===== config.mk =====
export PLATFORM = sky130hd
export DESIGN_NAME = dma_mac_interrupt_status
export DESIGN_NICKNAME = d
export VERILOG_FILES = /design/src/shared/dma_irq_pkg.sv /design/src/rtl/dma_mac_interrupt_status.sv
export SDC_FILE = /design/constraint.sdc
export NUM_CORES = 2
export LEC_CHECK = 0
export ABC_AREA = 0
export BUFFER_PORTS_ARGS = -buffer_cell sky130_fd_sc_hd__buf_2
export CAP_MARGIN = 40
export CORE_MARGIN = 1
export CORE_UTILIZATION = 60
export CTS_BUF_LIST = sky130_fd_sc_hd__clkbuf_16
export CTS_CLUSTER_SIZE = 12
export DETAILED_ROUTE_END_ITERATION = 6
export PLACE_DENSITY = 0.92
export REMOVE_ABC_BUFFERS = 1
export SLEW_MARGIN = 20
export SYNTH_ARGS = -nofsm -noshare
export SYNTH_HDL_FRONTEND = slang
export SYNTH_SLANG_ARGS = --single-unit

===== constraint.sdc =====
create_clock -name core_clk -period 2.2 [get_ports core_clk]
set_input_delay 0.22 -clock core_clk [delete_from_list [all_inputs] [get_ports core_clk]]
set_output_delay 0.22 -clock core_clk [all_outputs]
set_load 0.005 [all_outputs]

===== src/shared/dma_irq_pkg.sv =====
package dma_irq_pkg;
   // ==========================================================
   // Register map
   localparam logic [7:0] ENABLES_OFFSET = 8'h28;
   localparam logic [7:0] FLAGS_OFFSET = 8'h2C;
   localparam logic [7:0] EXTRA_ADDR_BASE = 8'h80;
   localparam logic [7:0] EXTRA_ADDR_LAST = 8'hFC;
   localparam int EXTRA_ADDR_COUNT = 16;
   // ==========================================================
   // Field positions
   localparam int LINK_CHANGE_BIT = 31;
   localparam int TX_DONE_BIT = 30;
   localparam int RX_DONE_BIT = 29;
   localparam int TX_UNAVAIL_BIT = 28;
   localparam int RX_UNAVAIL_BIT = 27;
   localparam int TX_STOPPED_BIT = 26;
   localparam int RX_STOPPED_BIT = 25;
   localparam int FLAG_LSB = 25;
   localparam int FLAG_COUNT = 7;
   localparam int ADDR_ENABLE_BIT = 31;
   // ==========================================================
   // Reset values
   localparam logic [6:0] FLAGS_RESET = 7'h00;
   localparam logic [6:0] ENABLES_RESET = 7'h00;
   localparam logic [31:0] ADDR_LOW_RESET = 32'h0000_0000;

   // Register access from the processor side
   typedef struct packed {
      logic rd;
      logic wr;
      logic [7:0] addr;
      logic [31:0] wdata;
   } reg_req_t;

   // Event strobes and levels from the MAC and descriptor engines
   typedef struct packed {
      logic link_up;
      logic tx_frame_sent;
      logic rx_frame_ready;
      logic tx_desc_host_owned;
      logic rx_desc_fetch;
      logic rx_desc_host_owned;
      logic rx_frame_recognized;
      logic tx_start_cmd;
      logic rx_start_cmd;
      logic tx_stopped;
      logic rx_stopped;
   } dma_events_t;
endpackage


===== src/rtl/dma_mac_interrupt_status.sv =====
`timescale 1ns/1ps
module dma_mac_interrupt_status
   import dma_irq_pkg::*;
#(
   parameter int ADDR_COUNT = EXTRA_ADDR_COUNT
) (
   input wire logic core_clk,
   input wire logic resetn,
   input wire reg_req_t req,
   output logic [31:0] rdata,
   input wire dma_events_t ev,
   input wire logic [ADDR_COUNT-1:0] addr_high_enable,
   input wire logic [47:0] rx_dest_addr,
   input wire logic [15:0] addr_high_bytes [ADDR_COUNT],
   output logic addr_match,
   output logic tx_suspended,
   output logic rx_suspended,
   output logic irq
);
   // Word index is four bits wide, so more than sixteen filters cannot be decoded
   if (ADDR_COUNT < 1 || ADDR_COUNT > EXTRA_ADDR_COUNT) begin : g_bad_count
      $error("ADDR_COUNT out of range");
   end

   logic [6:0] flags_r;
   logic [6:0] flags_nxt;
   logic [6:0] enables_r;
   logic [31:0] addr_low_r [ADDR_COUNT];
   logic link_prev_r;
   logic tx_stop_prev_r;
   logic rx_stop_prev_r;
   logic rx_last_owned_r;
   logic [6:0] set_vec;
   logic [6:0] clr_vec;
   logic rx_unavail_evt;
   logic wr_flags;
   logic [3:0] addr_idx;
   logic addr_in_range;

   // ==========================================================
   // Address decode
   assign wr_flags = req.wr && req.addr == FLAGS_OFFSET;
   assign addr_in_range = req.addr >= EXTRA_ADDR_BASE && req.addr <= EXTRA_ADDR_LAST && req.addr[2] == 1'b0;
   assign addr_idx = req.addr[6:3];

   // ==========================================================
   // Event detection
   // Only the first host-owned fetch after a device-owned one counts
   assign rx_unavail_evt = ev.rx_desc_fetch && ev.rx_desc_host_owned && rx_last_owned_r;
   always_comb begin
      set_vec = '0;
      set_vec[LINK_CHANGE_BIT-FLAG_LSB] = ev.link_up != link_prev_r;
      set_vec[TX_DONE_BIT-FLAG_LSB] = ev.tx_frame_sent;
      set_vec[RX_DONE_BIT-FLAG_LSB] = ev.rx_frame_ready;
      set_vec[TX_UNAVAIL_BIT-FLAG_LSB] = ev.tx_desc_host_owned && !tx_suspended;
      set_vec[RX_UNAVAIL_BIT-FLAG_LSB] = rx_unavail_evt;
      set_vec[TX_STOPPED_BIT-FLAG_LSB] = ev.tx_stopped && !tx_stop_prev_r;
      set_vec[RX_STOPPED_BIT-FLAG_LSB] = ev.rx_stopped && !rx_stop_prev_r;
   end

   // Write-one clears; a set in the same cycle wins so no event is lost
   assign clr_vec = wr_flags ? req.wdata[31:FLAG_LSB] : 7'h00;
   assign flags_nxt = (flags_r & ~clr_vec) | set_vec;

   // Edge history; link level is taken as down at reset
   always_ff @(posedge core_clk or negedge resetn) begin
      if (!resetn) begin
         link_prev_r <= 1'b0;
         tx_stop_prev_r <= 1'b0;
         rx_stop_prev_r <= 1'b0;
         rx_last_owned_r <= 1'b1;
      end else begin
         link_prev_r <= ev.link_up;
         tx_stop_prev_r <= ev.tx_stopped;
         rx_stop_prev_r <= ev.rx_stopped;
         if (ev.rx_desc_fetch) begin
            rx_last_owned_r <= !ev.rx_desc_host_owned;
         end
      end
   end

   // Status flags; reads have no side effect on them
   always_ff @(posedge core_clk or negedge resetn) begin
      if (!resetn) begin
         flags_r <= FLAGS_RESET;
      end else begin
         flags_r <= flags_nxt;
      end
   end

   // Enable register
   always_ff @(posedge core_clk or negedge resetn) begin
      if (!resetn) begin
         enables_r <= ENABLES_RESET;
      end else if (req.wr && req.addr == ENABLES_OFFSET) begin
         enables_r <= req.wdata[31:FLAG_LSB];
      end
   end

   // Extra station address low words
   always_ff @(posedge core_clk or negedge resetn) begin
      if (!resetn) begin
         for (int i = 0; i < ADDR_COUNT; i++) begin
            addr_low_r[i] <= ADDR_LOW_RESET;
         end
      end else if (req.wr && addr_in_range && int'(addr_idx) < ADDR_COUNT) begin
         addr_low_r[addr_idx] <= req.wdata;
      end
   end

   // ==========================================================
   // Suspend state of the descriptor engines
   // Transmit waits for the host's start command after returning ownership
   always_ff @(posedge core_clk or negedge resetn) begin
      if (!resetn) begin
         tx_suspended <= 1'b0;
      end else if (ev.tx_start_cmd) begin
         tx_suspended <= 1'b0;
      end else if (ev.tx_desc_host_owned) begin
         tx_suspended <= 1'b1;
      end
   end

   // Receive resumes on its own; a recognized frame outranks a host-owned fetch
   always_ff @(posedge core_clk or negedge resetn) begin
      if (!resetn) begin
         rx_suspended <= 1'b0;
      end else if (ev.rx_start_cmd || ev.rx_frame_recognized) begin
         rx_suspended <= 1'b0;
      end else if (ev.rx_desc_fetch && ev.rx_desc_host_owned) begin
         rx_suspended <= 1'b1;
      end
   end

   // ==========================================================
   // Read data, interrupt and address match, all registered
   always_ff @(posedge core_clk or negedge resetn) begin
      if (!resetn) begin
         rdata <= 32'h0000_0000;
      end else if (req.rd) begin
         if (req.addr == FLAGS_OFFSET) begin
            rdata <= {flags_r, 25'h0000000};
         end else if (req.addr == ENABLES_OFFSET) begin
            rdata <= {enables_r, 25'h0000000};
         end else if (addr_in_range && int'(addr_idx) < ADDR_COUNT) begin
            rdata <= addr_low_r[addr_idx];
         end else begin
            rdata <= 32'h0000_0000;
         end
      end
   end

   // Uses next flag value so irq tracks flags without an extra cycle
   always_ff @(posedge core_clk or negedge resetn) begin
      if (!resetn) begin
         irq <= 1'b0;
      end else begin
         irq <= |(flags_nxt & enables_r);
      end
   end

   // Any enabled filter that equals the destination gives a match
   always_ff @(posedge core_clk or negedge resetn) begin
      if (!resetn) begin
         addr_match <= 1'b0;
      end else begin
         addr_match <= 1'b0;
         for (int i = 0; i < ADDR_COUNT; i++) begin
            if (addr_high_enable[i] && rx_dest_addr == {addr_high_bytes[i], addr_low_r[i]}) begin
               addr_match <= 1'b1;
            end
         end
      end
   end

   // ==========================================================
   // Checks
   // These watch flops, decoded events, raw event inputs and write data; bus legality is left to the bench
   a_flag_hold: assert property (@(posedge core_clk) disable iff (!resetn)
      (flags_r & ~$past(flags_r) & ~$past(set_vec)) == 7'h00) else $error("flag rose without event");
   a_flag_sticky: assert property (@(posedge core_clk) disable iff (!resetn)
      !wr_flags |=> (flags_r & $past(flags_r)) == $past(flags_r)) else $error("flag cleared without write");
   a_w1c_clear: assert property (@(posedge core_clk) disable iff (!resetn)
      (wr_flags && req.wdata[31] && ev.link_up == link_prev_r) |=> !flags_r[6]) else $error("w1c failed");
   a_irq_mask: assert property (@(posedge core_clk) disable iff (!resetn)
      irq |-> (flags_r & $past(enables_r)) != 7'h00) else $error("irq without enabled flag");
   a_irq_raise: assert property (@(posedge core_clk) disable iff (!resetn)
      (|(flags_r & enables_r) && !wr_flags) |=> irq) else $error("irq missing");
   a_link_edge: assert property (@(posedge core_clk) disable iff (!resetn)
      (ev.link_up != link_prev_r) |=> flags_r[6]) else $error("link change lost");
   a_rx_once: assert property (@(posedge core_clk) disable iff (!resetn)
      (ev.rx_desc_fetch && ev.rx_desc_host_owned ##1 ev.rx_desc_fetch && ev.rx_desc_host_owned)
      |-> !rx_unavail_evt) else $error("repeat rx unavailable");
   a_tx_stop_set: assert property (@(posedge core_clk) disable iff (!resetn)
      $rose(ev.tx_stopped) |=> flags_r[1]) else $error("tx stop lost");
   a_rx_stop_set: assert property (@(posedge core_clk) disable iff (!resetn)
      $rose(ev.rx_stopped) |=> flags_r[0]) else $error("rx stop lost");
   a_rx_resume: assert property (@(posedge core_clk) disable iff (!resetn)
      ev.rx_frame_recognized |=> !rx_suspended) else $error("rx not resumed");
   a_tx_suspend: assert property (@(posedge core_clk) disable iff (!resetn)
      (ev.tx_desc_host_owned && !ev.tx_start_cmd) |=> tx_suspended) else $error("tx not suspended");
   a_rx_suspend: assert property (@(posedge core_clk) disable iff (!resetn)
      (ev.rx_desc_fetch && ev.rx_desc_host_owned && !ev.rx_start_cmd && !ev.rx_frame_recognized)
      |=> rx_suspended) else $error("rx not suspended");
endmodule


Yosys cells after proc, flatten, opt, wreduce, memory -nomap -nowiden
Index checks and enable logic that the tools add are counted.
{"block": "op_classes", "n_lt_le_gt_ge": 4, "eq_ne": 19, "n_mux": 30, "bitwise_logic": 6, "n_reduce_logical": 35}
{"op": "$eq A48 B48 Y1", "count": 16}
{"op": "$bwmux W512", "count": 1}
{"op": "$mux W32", "count": 6}
{"op": "$bmux W32 S4", "count": 1}
{"op": "$demux W32 S4", "count": 1}
{"op": "$logic_and A1 B1 Y1", "count": 27}
{"op": "$mux W1", "count": 20}
{"op": "$eq A8 B6 Y1 const B", "count": 2}
{"op": "$and A7 B7 Y7", "count": 2}
{"op": "$ge A8 B8 Y1 const B", "count": 1}
{"op": "$le A8 B8 Y1 const B", "count": 1}
{"op": "$mux W7", "count": 1}
{"op": "$not A7 Y7", "count": 1}
{"op": "$or A7 B7 Y7", "count": 1}
{"op": "$reduce_or A7 Y1", "count": 1}
{"op": "$ge A5 B5 Y1 const B", "count": 1}
{"op": "$lt A5 B1 Y1 const B", "count": 1}
{"op": "$not A4 Y5", "count": 1}
{"op": "$logic_not A1 Y1", "count": 4}
{"op": "$reduce_bool A2 Y1", "count": 2}
{"op": "$logic_or A1 B1 Y1", "count": 1}
{"op": "$ne A1 B1 Y1", "count": 1}
{"op": "$not A1 Y1", "count": 1}
{"block": "totals", "ff_bits": 566, "inputBits": 375, "out_inout_bits": 36, "elab_cells": 121}

Depth between registers and ports, before layout
{"block": "logic_depth", "word_depth": 18, "mapped_depth": 9, "mapped_depth_nobuf": 6}

Worst setup path before layout
OpenSTA, ideal clock, no wires.
{"block": "synth_path", "kind": "input-to-reg", "from": "in req[36] in the netlist's numbering", "to": "reg rdata[10]", "setup_ps": 141, "arrival_time_ps": 1871, "t_required_ps": 2059, "setup_slack_ps": 188, "path_stages": 7, "path_buffers": 3, "path_cell_list": "buf_2 -> buf_2 -> clkbuf_1 -> mux4_2 -> mux4_2 -> inv_1 -> o22ai_1"}
{"block": "synth_via", "elab_chain_cells": 7, "word_cells_on_any_way": 13, "cone_classes": "2 x order compare; 2 x eq/ne; 6 x mux; 1 x bitwise; 2 x reduce/logical"}
{"item": "start: declaration", "line_no": "dma_mac_interrupt_status.sv:9", "source": "input wire reg_req_t req,"}
{"item": "$not A4 Y5 (implied by the code)", "line_no": "dma_mac_interrupt_status.sv:146", "source": "rdata <= addr_low_r[addr_idx];"}
{"item": "$bmux W32 S4", "line_no": "dma_mac_interrupt_status.sv:146"}
{"item": "$mux W32 (implied by the code) (2 in a row)", "line_no": "dma_mac_interrupt_status.sv:146"}
{"item": "$mux W32", "line_no": "dma_mac_interrupt_status.sv:145", "source": "end else if (addr_in_range && int'(addr_idx) < ADDR_COUNT) begin"}
{"item": "$mux W32", "line_no": "dma_mac_interrupt_status.sv:143", "source": "end else if (req.addr == ENABLES_OFFSET) begin"}
{"item": "$mux W32 (*)", "line_no": "dma_mac_interrupt_status.sv:141", "source": "if (req.addr == FLAGS_OFFSET) begin"}
{"item": "end signal: assignment", "line_no": "dma_mac_interrupt_status.sv:142", "source": "rdata <= {flags_r, 25'h0000000};"}
{"item": "end signal: assignment", "line_no": "dma_mac_interrupt_status.sv:144", "source": "rdata <= {enables_r, 25'h0000000};"}
{"item": "end signal: assignment", "line_no": "dma_mac_interrupt_status.sv:146"}
{"item": "end: declaration", "line_no": "dma_mac_interrupt_status.sv:10", "source": "output logic [31:0] rdata,"}
Every way passes the cells marked *; elsewhere a longest branch is shown, timed or not. The select of a mux whose other input is x is not followed.
A chain may end at the register's enable or synchronous reset.

Worst setup path after layout
{"block": "layout_path", "from": "reg addr_low_r[215] in the netlist's numbering", "to": "reg addr_match"}
{"block": "layout_via", "elab_chain_cells": 9}
{"item": "start: declaration", "line_no": "dma_mac_interrupt_status.sv:28", "source": "logic [31:0] addr_low_r [ADDR_COUNT];"}
{"item": "start signal: indexed assignment", "line_no": "dma_mac_interrupt_status.sv:107", "source": "addr_low_r[addr_idx] <= req.wdata;"}
{"item": "$eq A48 B48 Y1", "line_no": "dma_mac_interrupt_status.sv:169", "source": "if (addr_high_enable[i] && rx_dest_addr == {addr_high_bytes[i], addr_low_r[i]}) begin"}
{"item": "$logic_and A1 B1 Y1", "line_no": "dma_mac_interrupt_status.sv:169"}
{"item": "$mux W1 (7 in a row)", "line_no": "dma_mac_interrupt_status.sv:169"}
{"item": "end signal: assignment", "line_no": "dma_mac_interrupt_status.sv:165", "source": "addr_match <= 1'b0;"}
{"item": "end signal: assignment", "line_no": "dma_mac_interrupt_status.sv:167", "source": "addr_match <= 1'b0;"}
{"item": "end signal: assignment", "line_no": "dma_mac_interrupt_status.sv:170", "source": "addr_match <= 1'b1;"}
{"item": "end: declaration", "line_no": "dma_mac_interrupt_status.sv:15", "source": "output logic addr_match,"}
Every way passes these cells.

==> flow_summary.toml <==
[synthesis]
syn_area_um2 = 34290
yosys.area_share.simple_pct = 6.357
synth_xor_area_share_pct = 18.55
synthesis.instances = 2749
synthDistinctLibCells = 53
synthMuxAreaShare_pct = 27.06
synth_edf_count = 0
synthAdderAreaFrac_pct = 0
synth-compound-area-share_pct = 2.390
synth_top_family_by_area = "multiplexers"
synth_seq_cells = 566
ys_seq_area_share_pct = 41.31
syn_area_per_cell_um2 = 12.47
synthArstFlopShare_pct = 100.0
ys.flop_type = "dfrtp_1"
yosysWarnings = 0

[setup_path]
worstPathArrival_ns = 2.85
end_kind = "register"
cp_max_fo = 3
crit_type = "reg -> reg"
required_ns = 2.70
startpoint_type = "register"

[place]
dp.final_hpwl_um = 127500
gp_congestion = 1.128
dpl_worst_slack_ns = -0.4922
place.port_buffers = 410
place_area_um2 = 41390

[timing]
worstMarginPinSlew_ns = 0.9777
slew_headroom_pct = 34.60
fin_skew_ns = 0.02907
finalSetupTns_ns = -0.1491
setup_viol = 1
fin_crit_sh_pct = 106.8
report.final.hold_viol_count = 0
layout_setup_ws_ns = -0.1491
clock.fmax_mhz = 425.7
period_minus_slack_ns = 2.349
rsz0062_at_grt = "yes"
slew_violations = 0

[global_routing]
grt_pass1_wl_um = 230700
grt_antenna_before_repair = 14
grt_max_degree = 73
grt_pass1_vias = 30242
track_usage_pct = 58.74
gr-total-overflow = 0

[routing]
viasPerCell = 6.934
drc = 0
first_iter_violations = 4296
route.detailed.wl_per_inst_um = 38.61
final_antenna_net_count = 0
vias = 30551
dr.pass1.iters = 6
routed_wl_um = 170100

[die]
rows = 87
top_level_ports = 411
placeableCoreArea_um2 = 56390
initial_core_util_pct = 60.81
die_h_um = 241.1
die_w_um = 241.1
die_area_um2 = 58110

[clock_network]
clkLatencyLatePin_ns = 0.65
htreeDepth = 3
clock-sinks = 566
cts.clk_slew.worst_paths_ns = 0.07
root_buffer = "clkbuf_16"
cts_tree = "built"
numCtsBuffers = 67
cts_buffer_depth = 3

[power]
power_mw = 33.90
leakagePower_nw = 20.62
vdd_drop_max_v = 0.0007567
power_density_nw_per_um2 = 768.9

[finish]
drive_above_1_share_pct = 49.90
final_common_cell = "dfrtp_1"
design_area_um2 = 44090
syn_to_final_growth_pct = 28.58
final_nets = 3974
fin_util_pct = 78.19
final_cell_mix = "dfrtp_1, mux2_2, buf_4"

[status]
violations = "negative setup slack"
outcome = "finished, violations left"

[min_path]
min_path_type = "in -> reg"

[run]
drv_cap = 0
-- cell families (layout without fill, tap and decap cells) --
logic type                Yosys count  after routing
xor gates and xnor gates          726            726
DFF                               566            566
buffers and inverters             310           1204
muxes                             671            671
and+or+nand+nor                   365            365
AOI/OAI and AO/OA                 111            111
other                               0              7
-- synthesized netlist by cell type (18+ instances only) --
| master | n | area share (%) |
|---|---|---|
| buf_2 | 135 | 2.0 |
| buf_4 | 30 | 0.66 |
| clkbuf_1 | 49 | 0.54 |
| dfrtp_1 | 565 | 41 |
| inv_1 | 84 | 0.92 |
| mux2_2 | 514 | 17 |
| mux4_2 | 153 | 10 |
| nand2_1 | 27 | 0.30 |
| nand2b_1 | 25 | 0.46 |
| nand3_1 | 29 | 0.42 |
| nand4_1 | 95 | 1.7 |
| nor2_1 | 19 | 0.21 |
| nor2b_1 | 18 | 0.33 |
| nor4_1 | 116 | 2.1 |
| o22ai_1 | 33 | 0.60 |
| xnor2_1 | 320 | 8.2 |
| xor2_1 | 406 | 10 |
-- worst paths after layout --
| kind | endpoint | start | cells past startpoint | slack (ns) |
|---|---|---|---|---|
| setup / recovery | addr_match | addr_low_r[215] | 6 | -0.15 |
| hold / removal | addr_low_r[263] | req[7] | 2 | 0.05 |
| setup reg to reg | addr_match | addr_low_r[215] | 6 | -0.15 |
| hold reg to reg | flags_r[0] | rx_stop_prev_r | 1 | 0.46 |
| max in group asynchronous | rx_last_owned_r | resetn | 4 | 1.12 |
| min in group asynchronous | addr_low_r[326] | resetn | 2 | 0.15 |
-- routing by layer --
metal | track usage (%) | share of wire [%] | vias to the layer above
met3 | 25.49 | 16 | 1017
met1 | 70.01 | 33 | 14957
met2 | 82.13 | 40 | 3018
li1 | - | - | 11547
met4 | 48.29 | 11 | 12
met5 | 0 | 0.045 | -
-- critical path: stages, from the launching register on --
cell     delay, ns
dfrtp_1       0.41
xor2_1        0.79
nor4_2        0.19
nand4_1       0.14
or4_1         0.11
nand4_1       0.09
or4_1         0.47
-- report_power, final --
| group | internal (mW) | leakage, nW | total [mW] | switching, mW |
|---|---|---|---|---|
| clock | 6.24 | 1.06 | 11.0 | 4.74 |
| sequential | 11.7 | 7.49 | 13.2 | 1.48 |
| combinational | 4.51 | 12.1 | 9.71 | 5.20 |
| total | 22.5 | 20.6 | 33.9 | 11.4 |
-- sequential cells by signal (all words and copies together) (netlist names), 7 cells and up --
signal,flops
addr_low_r,512
flags_r,7
rdata,32
enables_r,7
-- area by class of cell --
cell class | count | area (um2)
tap | 756 | 945.9
inverter | 86 | 322.8
fill | 3437 | 12300
clock inverter | 46 | 392.9
sequential | 566 | 14170
antenna | 7 | 17.52
timing repair buffer | 1005 | 7437
multi-input combinational | 1873 | 19130
clock buffer | 67 | 1677
-- metrics by stage --
stage               instances  hold slack [ns]
floorplan                2525         -0.07559
global placement         4267           0.1926
detailed placement       4269           0.1915
CTS                      4399          0.03819
global route             4399          0.07372
finish                   4406          0.05019
-- repair_timing --
item                       4_1_cts  5_1_grt
hold buffers                    16        0
setup buffers                    4        1
gates resized for setup         25       41
hold endpoints to repair       189        0
cloned                           0        0
pin swaps                       14       15
setup endpoints to repair        1        3
Note: power is estimated with default switching activity, not from simulation.
